--- config.mk ---
export PLATFORM = sky130hd
export DESIGN_NAME = dbgtr_core
export DESIGN_NICKNAME = d
export VERILOG_FILES = /design/src/core/dbgtr_pkg.sv /design/src/core/dbgtr_core.sv
export SDC_FILE = /design/constraint.sdc
export NUM_CORES = 1
export LEC_CHECK = 0
export BUFFER_PORTS_ARGS = -buffer_cell sky130_fd_sc_hd__buf_2
export CAP_MARGIN = 20
export CORE_AREA = 2 2 86 88
export CTS_CLUSTER_SIZE = 20
export DETAILED_ROUTE_END_ITERATION = 10
export DIE_AREA = 0 0 88 90
export SLEW_MARGIN = 20
export SYNTH_ARGS = -nofsm -noshare
export SYNTH_HDL_FRONTEND = slang
export SYNTH_SLANG_ARGS = --single-unit
--- constraint.sdc ---
create_clock -name pclk -period 3.4 [get_ports pclk]
set_input_delay 0.68 -clock pclk [delete_from_list [all_inputs] [get_ports pclk]]
set_output_delay 0.68 -clock pclk [all_outputs]
set_load 0.1 [all_outputs]
--- src/core/dbgtr_pkg.sv ---
// Package of the debug trigger and status block.
// Assumes an APB slave with 32-bit data and an 8-bit register view.
package dbgtr_pkg;

	// ==========================================================
	// Register offsets (byte addresses)
	localparam logic [7:0] DBGTR_OFF_CTRL = 8'h00;
	localparam logic [7:0] DBGTR_OFF_TRIG = 8'h04;
	localparam logic [7:0] DBGTR_OFF_STAT = 8'h08;

	// ==========================================================
	// Control register fields
	localparam int DBGTR_CTRL_EN = 7;
	localparam int DBGTR_CTRL_ARM = 6;
	localparam logic [7:0] DBGTR_CTRL_RST = 8'h00;

	// ==========================================================
	// Trigger configuration fields
	localparam int DBGTR_TRIG_SEL = 7;
	localparam int DBGTR_TRIG_BEGIN = 6;
	localparam logic [7:0] DBGTR_TRIG_WMASK = 8'hcf;
	localparam logic [7:0] DBGTR_TRIG_RST = 8'h00;

	// ==========================================================
	// Status register fields
	localparam int DBGTR_STAT_A_HIT = 7;
	localparam int DBGTR_STAT_B_HIT = 6;
	localparam int DBGTR_STAT_RUN = 5;

	// ==========================================================
	// Trace buffer depth and count reset value
	localparam logic [3:0] DBGTR_FIFO_DEPTH = 4'h8;
	localparam logic [3:0] DBGTR_CNT_RST = 4'h0;

	// ==========================================================
	// Trigger mode codes
	localparam logic [3:0] DBGTR_M_A_ONLY = 4'h0;
	localparam logic [3:0] DBGTR_M_A_OR_B = 4'h1;
	localparam logic [3:0] DBGTR_M_A_THEN_B = 4'h2;
	localparam logic [3:0] DBGTR_M_EVT_B = 4'h3;
	localparam logic [3:0] DBGTR_M_A_EVT_B = 4'h4;
	localparam logic [3:0] DBGTR_M_A_AND_D = 4'h5;
	localparam logic [3:0] DBGTR_M_A_NAND_D = 4'h6;
	localparam logic [3:0] DBGTR_M_INSIDE = 4'h7;
	localparam logic [3:0] DBGTR_M_OUTSIDE = 4'h8;

	// Comparator and bus-monitor inputs, all one-cycle valid
	typedef struct packed {
		logic cmp_a;
		logic cmp_b;
		logic exec_a;
		logic exec_b;
		logic data_b;
		logic addr_ge_a;
		logic addr_le_b;
		logic bus_valid;
	} dbgtr_match_s;

	// Run state of the capture sequencer
	typedef enum logic [1:0] {
		DBGTR_IDLE,
		DBGTR_WAIT,
		DBGTR_STORE
	} dbgtr_run_e;

endpackage

--- src/core/dbgtr_core.sv ---
// Trigger selection, run control and status of the bus debug module.
// Assumes comparators and FIFO fill logic outside; pushes arrive as pulses.
//
// Decided for this implementation: the placing of the registers and the APB register port.
module dbgtr_core (
	input wire logic pclk,
	input wire logic presetn,
	input wire logic psel,
	input wire logic penable,
	input wire logic pwrite,
	input wire logic [7:0] paddr,
	input wire logic [31:0] pwdata,
	output logic [31:0] prdata,
	output logic pready,
	output logic pslverr,
	input wire dbgtr_pkg::dbgtr_match_s match_in,
	input wire logic fifo_push,
	input wire logic chip_secure,
	output logic trigger_pulse,
	output logic capture_store,
	output logic event_store,
	output logic run_start,
	output logic run_active,
	output logic [3:0] valid_word_count
);
	import dbgtr_pkg::*;

	// ==========================================================
	// Register state
	logic [7:0] ctrl_ff;
	logic [7:0] trig_ff;
	logic [7:0] nxt_ctrl;
	logic [7:0] nxt_trig;
	logic [31:0] prdata_ff;
	logic a_flag_ff;
	logic b_flag_ff;
	logic a_seen_ff;
	logic [3:0] cnt_ff;
	dbgtr_run_e run_ff;
	dbgtr_run_e nxt_run;

	// ==========================================================
	// APB decode
	wire setup_ph = psel & ~penable;
	wire access_ph = psel & penable;
	wire hit_ctrl = (paddr == DBGTR_OFF_CTRL);
	wire hit_trig = (paddr == DBGTR_OFF_TRIG);
	wire hit_stat = (paddr == DBGTR_OFF_STAT);
	wire mapped = hit_ctrl | hit_trig | hit_stat;
	wire wr_ctrl = access_ph & pwrite & hit_ctrl;
	wire wr_trig = access_ph & pwrite & hit_trig;

	// Slave always answers in the first access cycle
	assign pready = 1'b1;
	assign pslverr = access_ph & ~mapped;
	assign prdata = prdata_ff;

	// ==========================================================
	// Control fields
	wire en_bit = ctrl_ff[DBGTR_CTRL_EN];
	wire arm_bit = ctrl_ff[DBGTR_CTRL_ARM];
	wire armed = en_bit & arm_bit;
	wire qual_sel = trig_ff[DBGTR_TRIG_SEL];
	wire begin_sel = trig_ff[DBGTR_TRIG_BEGIN];
	wire [3:0] mode = trig_ff[3:0];

	// Control writes on a secured chip store the enable bit as zero
	// secure blocks enable
	wire wr_en = pwdata[DBGTR_CTRL_EN] & ~chip_secure;
	wire wr_arm = pwdata[DBGTR_CTRL_ARM];

	// Arming write starts a new run
	wire start = wr_ctrl & wr_en & wr_arm;
	wire stop_wr = wr_ctrl & ~(wr_en & wr_arm);

	// ==========================================================
	// Comparator qualification
	// tag or force qualification
	wire qa = qual_sel ? match_in.exec_a : match_in.cmp_a;
	wire qb = qual_sel ? match_in.exec_b : match_in.cmp_b;
	wire in_rng = match_in.bus_valid & match_in.addr_ge_a &
		match_in.addr_le_b;
	wire out_rng = match_in.bus_valid &
		~(match_in.addr_ge_a & match_in.addr_le_b);

	// Event-only modes store on B events
	wire evt_mode = (mode == DBGTR_M_EVT_B) | (mode == DBGTR_M_A_EVT_B);
	wire eff_begin = evt_mode | begin_sel;

	// ==========================================================
	// Trigger selector
	logic trig_raw;
	always_comb begin
		case (mode)
			DBGTR_M_A_ONLY: trig_raw = qa;
			DBGTR_M_A_OR_B: trig_raw = qa | qb;
			DBGTR_M_A_THEN_B: trig_raw = a_seen_ff & qb;
			DBGTR_M_EVT_B: trig_raw = qb;
			DBGTR_M_A_EVT_B: trig_raw = a_seen_ff & qb;
			DBGTR_M_A_AND_D: trig_raw = qa & match_in.data_b;
			DBGTR_M_A_NAND_D: trig_raw = qa & ~match_in.data_b;
			DBGTR_M_INSIDE: trig_raw = in_rng;
			DBGTR_M_OUTSIDE: trig_raw = out_rng;
			default: trig_raw = 1'b0;
		endcase
	end

	// Triggers count only inside an armed run
	wire trig_hit = armed & (run_ff != DBGTR_IDLE) & trig_raw;
	assign trigger_pulse = trig_hit & ~evt_mode;
	assign event_store = trig_hit & evt_mode;

	// Buffer full on the eighth push of the run
	wire push_ok = armed & fifo_push & (cnt_ff != DBGTR_FIFO_DEPTH);
	wire fills = push_ok & (cnt_ff == DBGTR_FIFO_DEPTH - 4'h1);

	wire done = armed & ((eff_begin & fills) |
		(~eff_begin & trigger_pulse));

	// ==========================================================
	// Run sequencer
	always_comb begin
		nxt_run = run_ff;
		case (run_ff)
			DBGTR_IDLE: begin
				if (start) begin
					nxt_run = DBGTR_WAIT;
				end
			end
			DBGTR_WAIT: begin
				if (eff_begin & trig_hit) begin
					nxt_run = DBGTR_STORE;
				end
			end
			DBGTR_STORE: nxt_run = DBGTR_STORE;
			default: nxt_run = DBGTR_IDLE;
		endcase
		if (done | stop_wr | ~en_bit) begin
			nxt_run = DBGTR_IDLE;
		end
		if (start) begin
			nxt_run = DBGTR_WAIT;
		end
	end

	assign capture_store = armed & ~evt_mode &
		((run_ff == DBGTR_STORE) | (run_ff == DBGTR_WAIT & ~eff_begin));
	assign run_start = start;

	// ==========================================================
	// Control register next value
	always_comb begin
		nxt_ctrl = ctrl_ff;
		if (wr_ctrl) begin
			nxt_ctrl = pwdata[7:0];
			nxt_ctrl[DBGTR_CTRL_EN] = wr_en;
		end else if (done) begin
			nxt_ctrl[DBGTR_CTRL_ARM] = 1'b0;
		end
	end

	// Trigger configuration next value
	always_comb begin
		nxt_trig = trig_ff;
		if (wr_trig & ~arm_bit) begin
			// bits 4 and 5 held zero
			nxt_trig = pwdata[7:0] & DBGTR_TRIG_WMASK;
		end
	end

	// Register updates
	always_ff @(posedge pclk or negedge presetn) begin
		if (!presetn) begin
			ctrl_ff <= DBGTR_CTRL_RST;
			trig_ff <= DBGTR_TRIG_RST;
			run_ff <= DBGTR_IDLE;
		end else begin
			ctrl_ff <= nxt_ctrl;
			trig_ff <= nxt_trig;
			run_ff <= nxt_run;
		end
	end

	// ==========================================================
	// Match flags and A-seen latch; run start clears them
	always_ff @(posedge pclk or negedge presetn) begin
		if (!presetn) begin
			a_flag_ff <= 1'b0;
			b_flag_ff <= 1'b0;
			a_seen_ff <= 1'b0;
		end else if (start) begin
			a_flag_ff <= 1'b0;
			b_flag_ff <= 1'b0;
			a_seen_ff <= 1'b0;
		end else if (armed & (run_ff != DBGTR_IDLE)) begin
			a_flag_ff <= a_flag_ff | qa;
			b_flag_ff <= b_flag_ff | qb;
			a_seen_ff <= a_seen_ff | qa;
		end
	end

	// Valid word count
	always_ff @(posedge pclk or negedge presetn) begin
		if (!presetn) begin
			cnt_ff <= DBGTR_CNT_RST;
		end else if (start) begin
			cnt_ff <= DBGTR_CNT_RST;
		end else if (push_ok) begin
			cnt_ff <= cnt_ff + 4'h1;
		end
	end

	// ==========================================================
	// Status image and read data
	// arm image while enabled
	wire arm_img = en_bit & arm_bit;
	wire [7:0] stat_img = {a_flag_ff, b_flag_ff, arm_img, 1'b0, cnt_ff};
	wire [7:0] rd_mux = hit_ctrl ? ctrl_ff :
		hit_trig ? trig_ff :
		hit_stat ? stat_img : 8'h00;

	assign run_active = arm_img;
	assign valid_word_count = cnt_ff;

	// status has no write path
	// Read data latched in setup, shown in access
	always_ff @(posedge pclk or negedge presetn) begin
		if (!presetn) begin
			prdata_ff <= 32'h0000_0000;
		end else if (setup_ph & ~pwrite) begin
			prdata_ff <= {24'h00_0000, rd_mux};
		end
	end
endmodule

==> run summary, run 1 <==
Status -> finished clean
Die width -> 88 um
Mapped cell area -> 0.00206 mm2
H-tree depth -> 2
First-pass GRT wire length -> 7490 um
Most frequent cell after synthesis -> dfrtp_1
Initial antenna violation count -> 0
# placed instances -> 353
Primary FF master, synth -> dfrtp_1
Seq cells post-synth -> 31
Vias post-DR -> 1587
Initial Util -> 29.4%
Number of synthesized flops with an enable pin -> 0
Minimum clock period -> 2.91 ns
F_max -> 344 MHz
RSZ-0062 raised after global routing -> no
Drt pass-1 iters -> 4
Slew Viols, Final -> 0
Area of the core -> 0.00702 mm2
Max_cap viols -> 0
Slew @ Worst Pin -> 0.696 ns
ANT nets after route -> 0
Die area -> 0.00792 mm2
Clock Skew -> 0.00426 ns
Dpl ws -> 0.485 ns
Finished Cell Area -> 0.00238 mm2
Final hold slack -> 0.441 ns
Vias in the first global route -> 1496
Post-cts resize count -> 0
CTS Root Cell -> clkbuf_8
Post-synth ARST share -> 100%
Total gr overflow -> 0
Crit share post-route -> 85.6%
Synth unique cells -> 45
Post-CTS Setup Bufs -> 0
Site row count -> 31
Sequential share of the synthesized area -> 37.6%
Overall Power -> 0.831 mW
Synth top area share -> 37.6%
Routability cong. -> 0.749
Post-Syn Instances -> 217
VDD IR max -> 177 uV
Final Non-Filler Cells -> 361
Hold crit path type -> in2async
Ratio of cells with drive above 1 in the final layout -> 30.9%
Longest Clk Path Bufs -> 2
Final WS setup -> 0.490 ns
Pwr dens -> 349 mW/mm2
Sum Neg Setup Slack -> 0 ns
Clock latency on the worst-skew pair -> 0.28 ns
Yosys warning count -> 0
Placed cell area -> 0.00230 mm2
CTS sink cnt -> 31
CP Data Arrival Time -> 2.23 ns
Antenna Cells -> 0
I/O pin count -> 98
Hpwl dp -> 3480 um
# hold bufs at CTS -> 0
Post-synth top area cell -> dfrtp_1
CP Capture Type -> output port
CTS tree -> yes
Final Util -> 33.9%
DRT iter0 DRCs -> 53
Data required time of the worst path -> 2.72 ns
Mapped Avg Cell Area -> 9.50 um2
Area delta synth->final -> 15.5%
Post-synth top cells -> dfrtp_1, buf_4, nor2_1, nand2_1, mux2_4
Final Hold Vio Count -> 0
Slew headroom -> 53.6%
# DRC -> 0
LEAKAGE -> 1.24 nW
Startpoint Class -> primary input
CTS Buf Count -> 5
PortBufs -> 48
Clk slew on worst S/H paths -> 0.06 ns
Drt total wl -> 4410 um
# setup viols final -> 0
Largest net degree at the start of global routing -> 32
Fin nets -> 321
Mean routed wirelength per cell -> 12.2 um
DR vias/cell -> 4.40
Worst-path maximum fanout -> 11
GRT Util Overall -> 11.7%
WS Path Type -> in2out
Top post-synthesis cells by area -> dfrtp_1, buf_4, mux2_4
Die Span Y -> 90 um
## worst max-delay path: stages
cell and delay (ns):
buf_2 0.10, nor4_2 0.28, nand2_2 0.14, or4_4 0.58, nor2_8 0.24, buf_12 0.20
## sequential cells by signal (all words and copies together) (netlist names)
name              cells
a_flag_ff             1
a_seen_ff             1
b_flag_ff             1
ctrl_ff               8
prdata                8
run_ff                2
trig_ff               6
valid_word_count      4
## cell families after synthesis
kind of cell,Yosys count,share of synthesized area (%)
mux,23,14.2
other cells,2,0.364
buf+inv,42,13.2
xor+xnor,4,1.70
fa+ha+maj,5,3.03
simple gates,80,20.9
flops,31,37.6
compound gates,30,8.98
## layout make-up
class | count | area [um2]
Fill cell | 741 | 4640
Multi-Input combinational cell | 167 | 1120
Sequential cell | 31 | 776
Timing Repair Buffer | 48 | 255
Tap cell | 99 | 124
Clock buffer | 7 | 76.3
Inverter | 8 | 30.0
Clock inverter | 1 | 5.00
## cell usage in the layout, fill, tap and decap left out, types with 3 or more instances in the layout
cell,instances
a21oi_1,9
and3_1,3
buf_2,47
clkbuf_8,5
conb_1,25
dfrtp_1,31
ha_1,5
inv_1,8
mux2_4,12
mux2i_1,9
nand2_1,17
nand3_1,5
nor2_1,23
nor2b_1,4
nor3_1,6
o21ai_0,11
## path summary, 6_finish.rpt
check                        endpoint  depth (start not counted)  startpoint  slack, ns
min reg2reg                 prdata[5]                          1   prdata[5]       0.48
min in group pclk           prdata[5]                          1   prdata[5]       0.48
max reg2reg                ctrl_ff[6]                          6  trig_ff[3]       1.31
max                         run_start                          6    paddr[1]       0.49
min                         prdata[5]                          1     presetn       0.44
max in group asynchronous  ctrl_ff[7]                          1     presetn       2.50
## report_power, final
part / leakage, nW / switching, mW / internal [mW]
sequential: 0.427 / 0.00384 / 0.371
clock: 0.0422 / 0.131 / 0.143
combinational: 0.773 / 0.157 / 0.0248
## routing by layer
metal / routed length [um] / global-route usage (%)
met5: 0 / 0
met4: 21 / 1.54
met3: 223 / 2.75
met2: 2080 / 19.1
met1: 2090 / 16.3
No activity file was read; power rests on OpenSTA's default activity.
==> run 2: changes to the inputs <==
==> constraint.sdc (replaced) <==
create_clock -name pclk -period 2.7 [get_ports pclk]
set_input_delay 0.54 -clock pclk [delete_from_list [all_inputs] [get_ports pclk]]
set_output_delay 0.54 -clock pclk [all_outputs]
set_load 0.1 [all_outputs]
==> run summary, run 2 (synthesized netlist as in run 1, its figures left out) <==
Commonest non-fill, non-tap cell in the layout -> buf_2
Fin nets -> 324
CP Capture Type -> output port
CTS tree -> yes
Longest Clk Path Bufs -> 2
# hold bufs at CTS -> 0
Finished Cell Area -> 0.00247 mm2
Slew Viols, Final -> 0
Most frequent cells in the layout -> buf_2, dfrtp_1, conb_1
Antenna Cells -> 0
FF-to-FF path depth -> 6
I/O pin count -> 98
Vias in the first global route -> 1618
Clock latency on the worst-skew pair -> 0.28 ns
Slew @ Worst Pin -> 0.684 ns
Final Non-Filler Cells -> 363
Final WS setup -> 0.130 ns
# placed instances -> 356
CTS sink cnt -> 31
# DRC -> 0
Largest net degree at the start of global routing -> 32
Drt total wl -> 4550 um
Sequential cell area -> 777 um2
DRT iter0 DRCs -> 87
Int Power -> 0.700 mW
Placed cell area -> 0.00236 mm2
Slew headroom -> 54.4%
Vias post-DR -> 1581
GRT Util Overall -> 12.1%
H-tree depth -> 2
Switching pwr -> 0.369 mW
CP Data Arrival Time -> 2.03 ns
Initial Util -> 29.4%
Die area -> 0.00792 mm2
LEAKAGE -> 1.27 nW
Multi-input logic area -> 0.00115 mm2
Area of the core -> 0.00702 mm2
Die width -> 88 um
Data required time of the worst path -> 2.16 ns
Switching Share -> 34.5%
Die Span Y -> 90 um
Clock Skew -> 0.00681 ns
Final Util -> 35.2%
CTS Root Cell -> clkbuf_8
Overall Power -> 1.07 mW
Hpwl dp -> 3580 um
WS Path Type -> reg2out
Reg2reg end -> run_ff[1]
Initial antenna violation count -> 0
Mean routed wirelength per cell -> 12.5 um
Final Hold Vio Count -> 0
# setup viols final -> 0
CTS Buf Count -> 5
Pwr dens -> 433 mW/mm2
Share of power burned in registers -> 44.2%
ANT nets after route -> 0
Crit share post-route -> 95.2%
Minimum clock period -> 2.57 ns
RSZ-0062 raised after global routing -> no
Dpl ws -> 0.259 ns
Worst r2r src -> trig_ff[7]
DR vias/cell -> 4.36
VDD IR max -> 211 uV
Site row count -> 31
FF-to-FF setup slack -> 0.76 ns
Startpoint Class -> register
Clk slew on worst S/H paths -> 0.07 ns
Max_cap viols -> 0
# fillers -> 730
Ratio of cells with drive above 1 in the final layout -> 34.1%
Drt pass-1 iters -> 4
Worst-path maximum fanout -> 4
Area delta synth->final -> 19.7%
Logic pwr share -> 21.6%
Total gr overflow -> 0
PortBufs -> 48
F_max -> 389 MHz
Hold crit path type -> in2async
Status -> finished clean
Clock power frac -> 34.1%
Final hold slack -> 0.287 ns
Routability cong. -> 0.760
Sum Neg Setup Slack -> 0 ns
First-pass GRT wire length -> 7580 um
[run 2: changes by cell type in the layout (fill, tap and decap cells not counted), sizes merged]
cell / previous run / this run
buf: 48 / 51
clkbuf: 7 / 6
[run 2: final cells by class]
| cell class | count | area share (%) |
|---|---|---|
| Clock buffer | 6 | 3.35 |
| Clock inverter | 1 | 0.203 |
| Inverter | 8 | 1.22 |
| Multi-Input combinational cell | 167 | 46.8 |
| Timing Repair Buffer | 51 | 12.0 |
| Sequential cell | 31 | 31.5 |
| Tap cell | 99 | 5.02 |
[run 2: worst max-delay path, stage by stage, from the launching register on]
cell      delay, ns
dfrtp_1        0.45
mux2_2         0.41
o211ai_1       0.09
nand3_1        0.15
nor3_1         0.20
buf_4          0.16
nor3b_4        0.04
buf_4          0.23
[run 2: routing by layer]
metal,global-route usage [%],share of wire [%]
met1,16.3,45
met2,19.1,48
met3,2.75,5.7
met4,3.46,1.2
met5,0,0
[run 2: how the worst max path moves through the flow]
stage          startpoint          end
2_1_floorplan  trig_ff[3]  event_store
3_3_place_gp   trig_ff[3]  event_store
3_5_place_dp     paddr[1]    run_start
4_1_cts        trig_ff[3]  event_store
5_1_grt        trig_ff[7]  event_store
6_report       trig_ff[7]  event_store
[run 2: power by group through the flow]
stage / Clock, mW / Sequential, mW / Combinational (mW)
floorplan: 0 / 0.480 / 0.219
global placement: 0 / 0.481 / 0.231
detailed placement: 0 / 0.481 / 0.232
CTS: 0.372 / 0.472 / 0.232
global route: 0.393 / 0.473 / 0.244
finish: 0.365 / 0.473 / 0.231
[run 2: timing repair]
item                                    4_1_cts  5_1_grt
gates resized for setup                       1        4
pin swaps                                     0        0
endpoints found under the setup margin        1        2
buffers inserted                              0        0
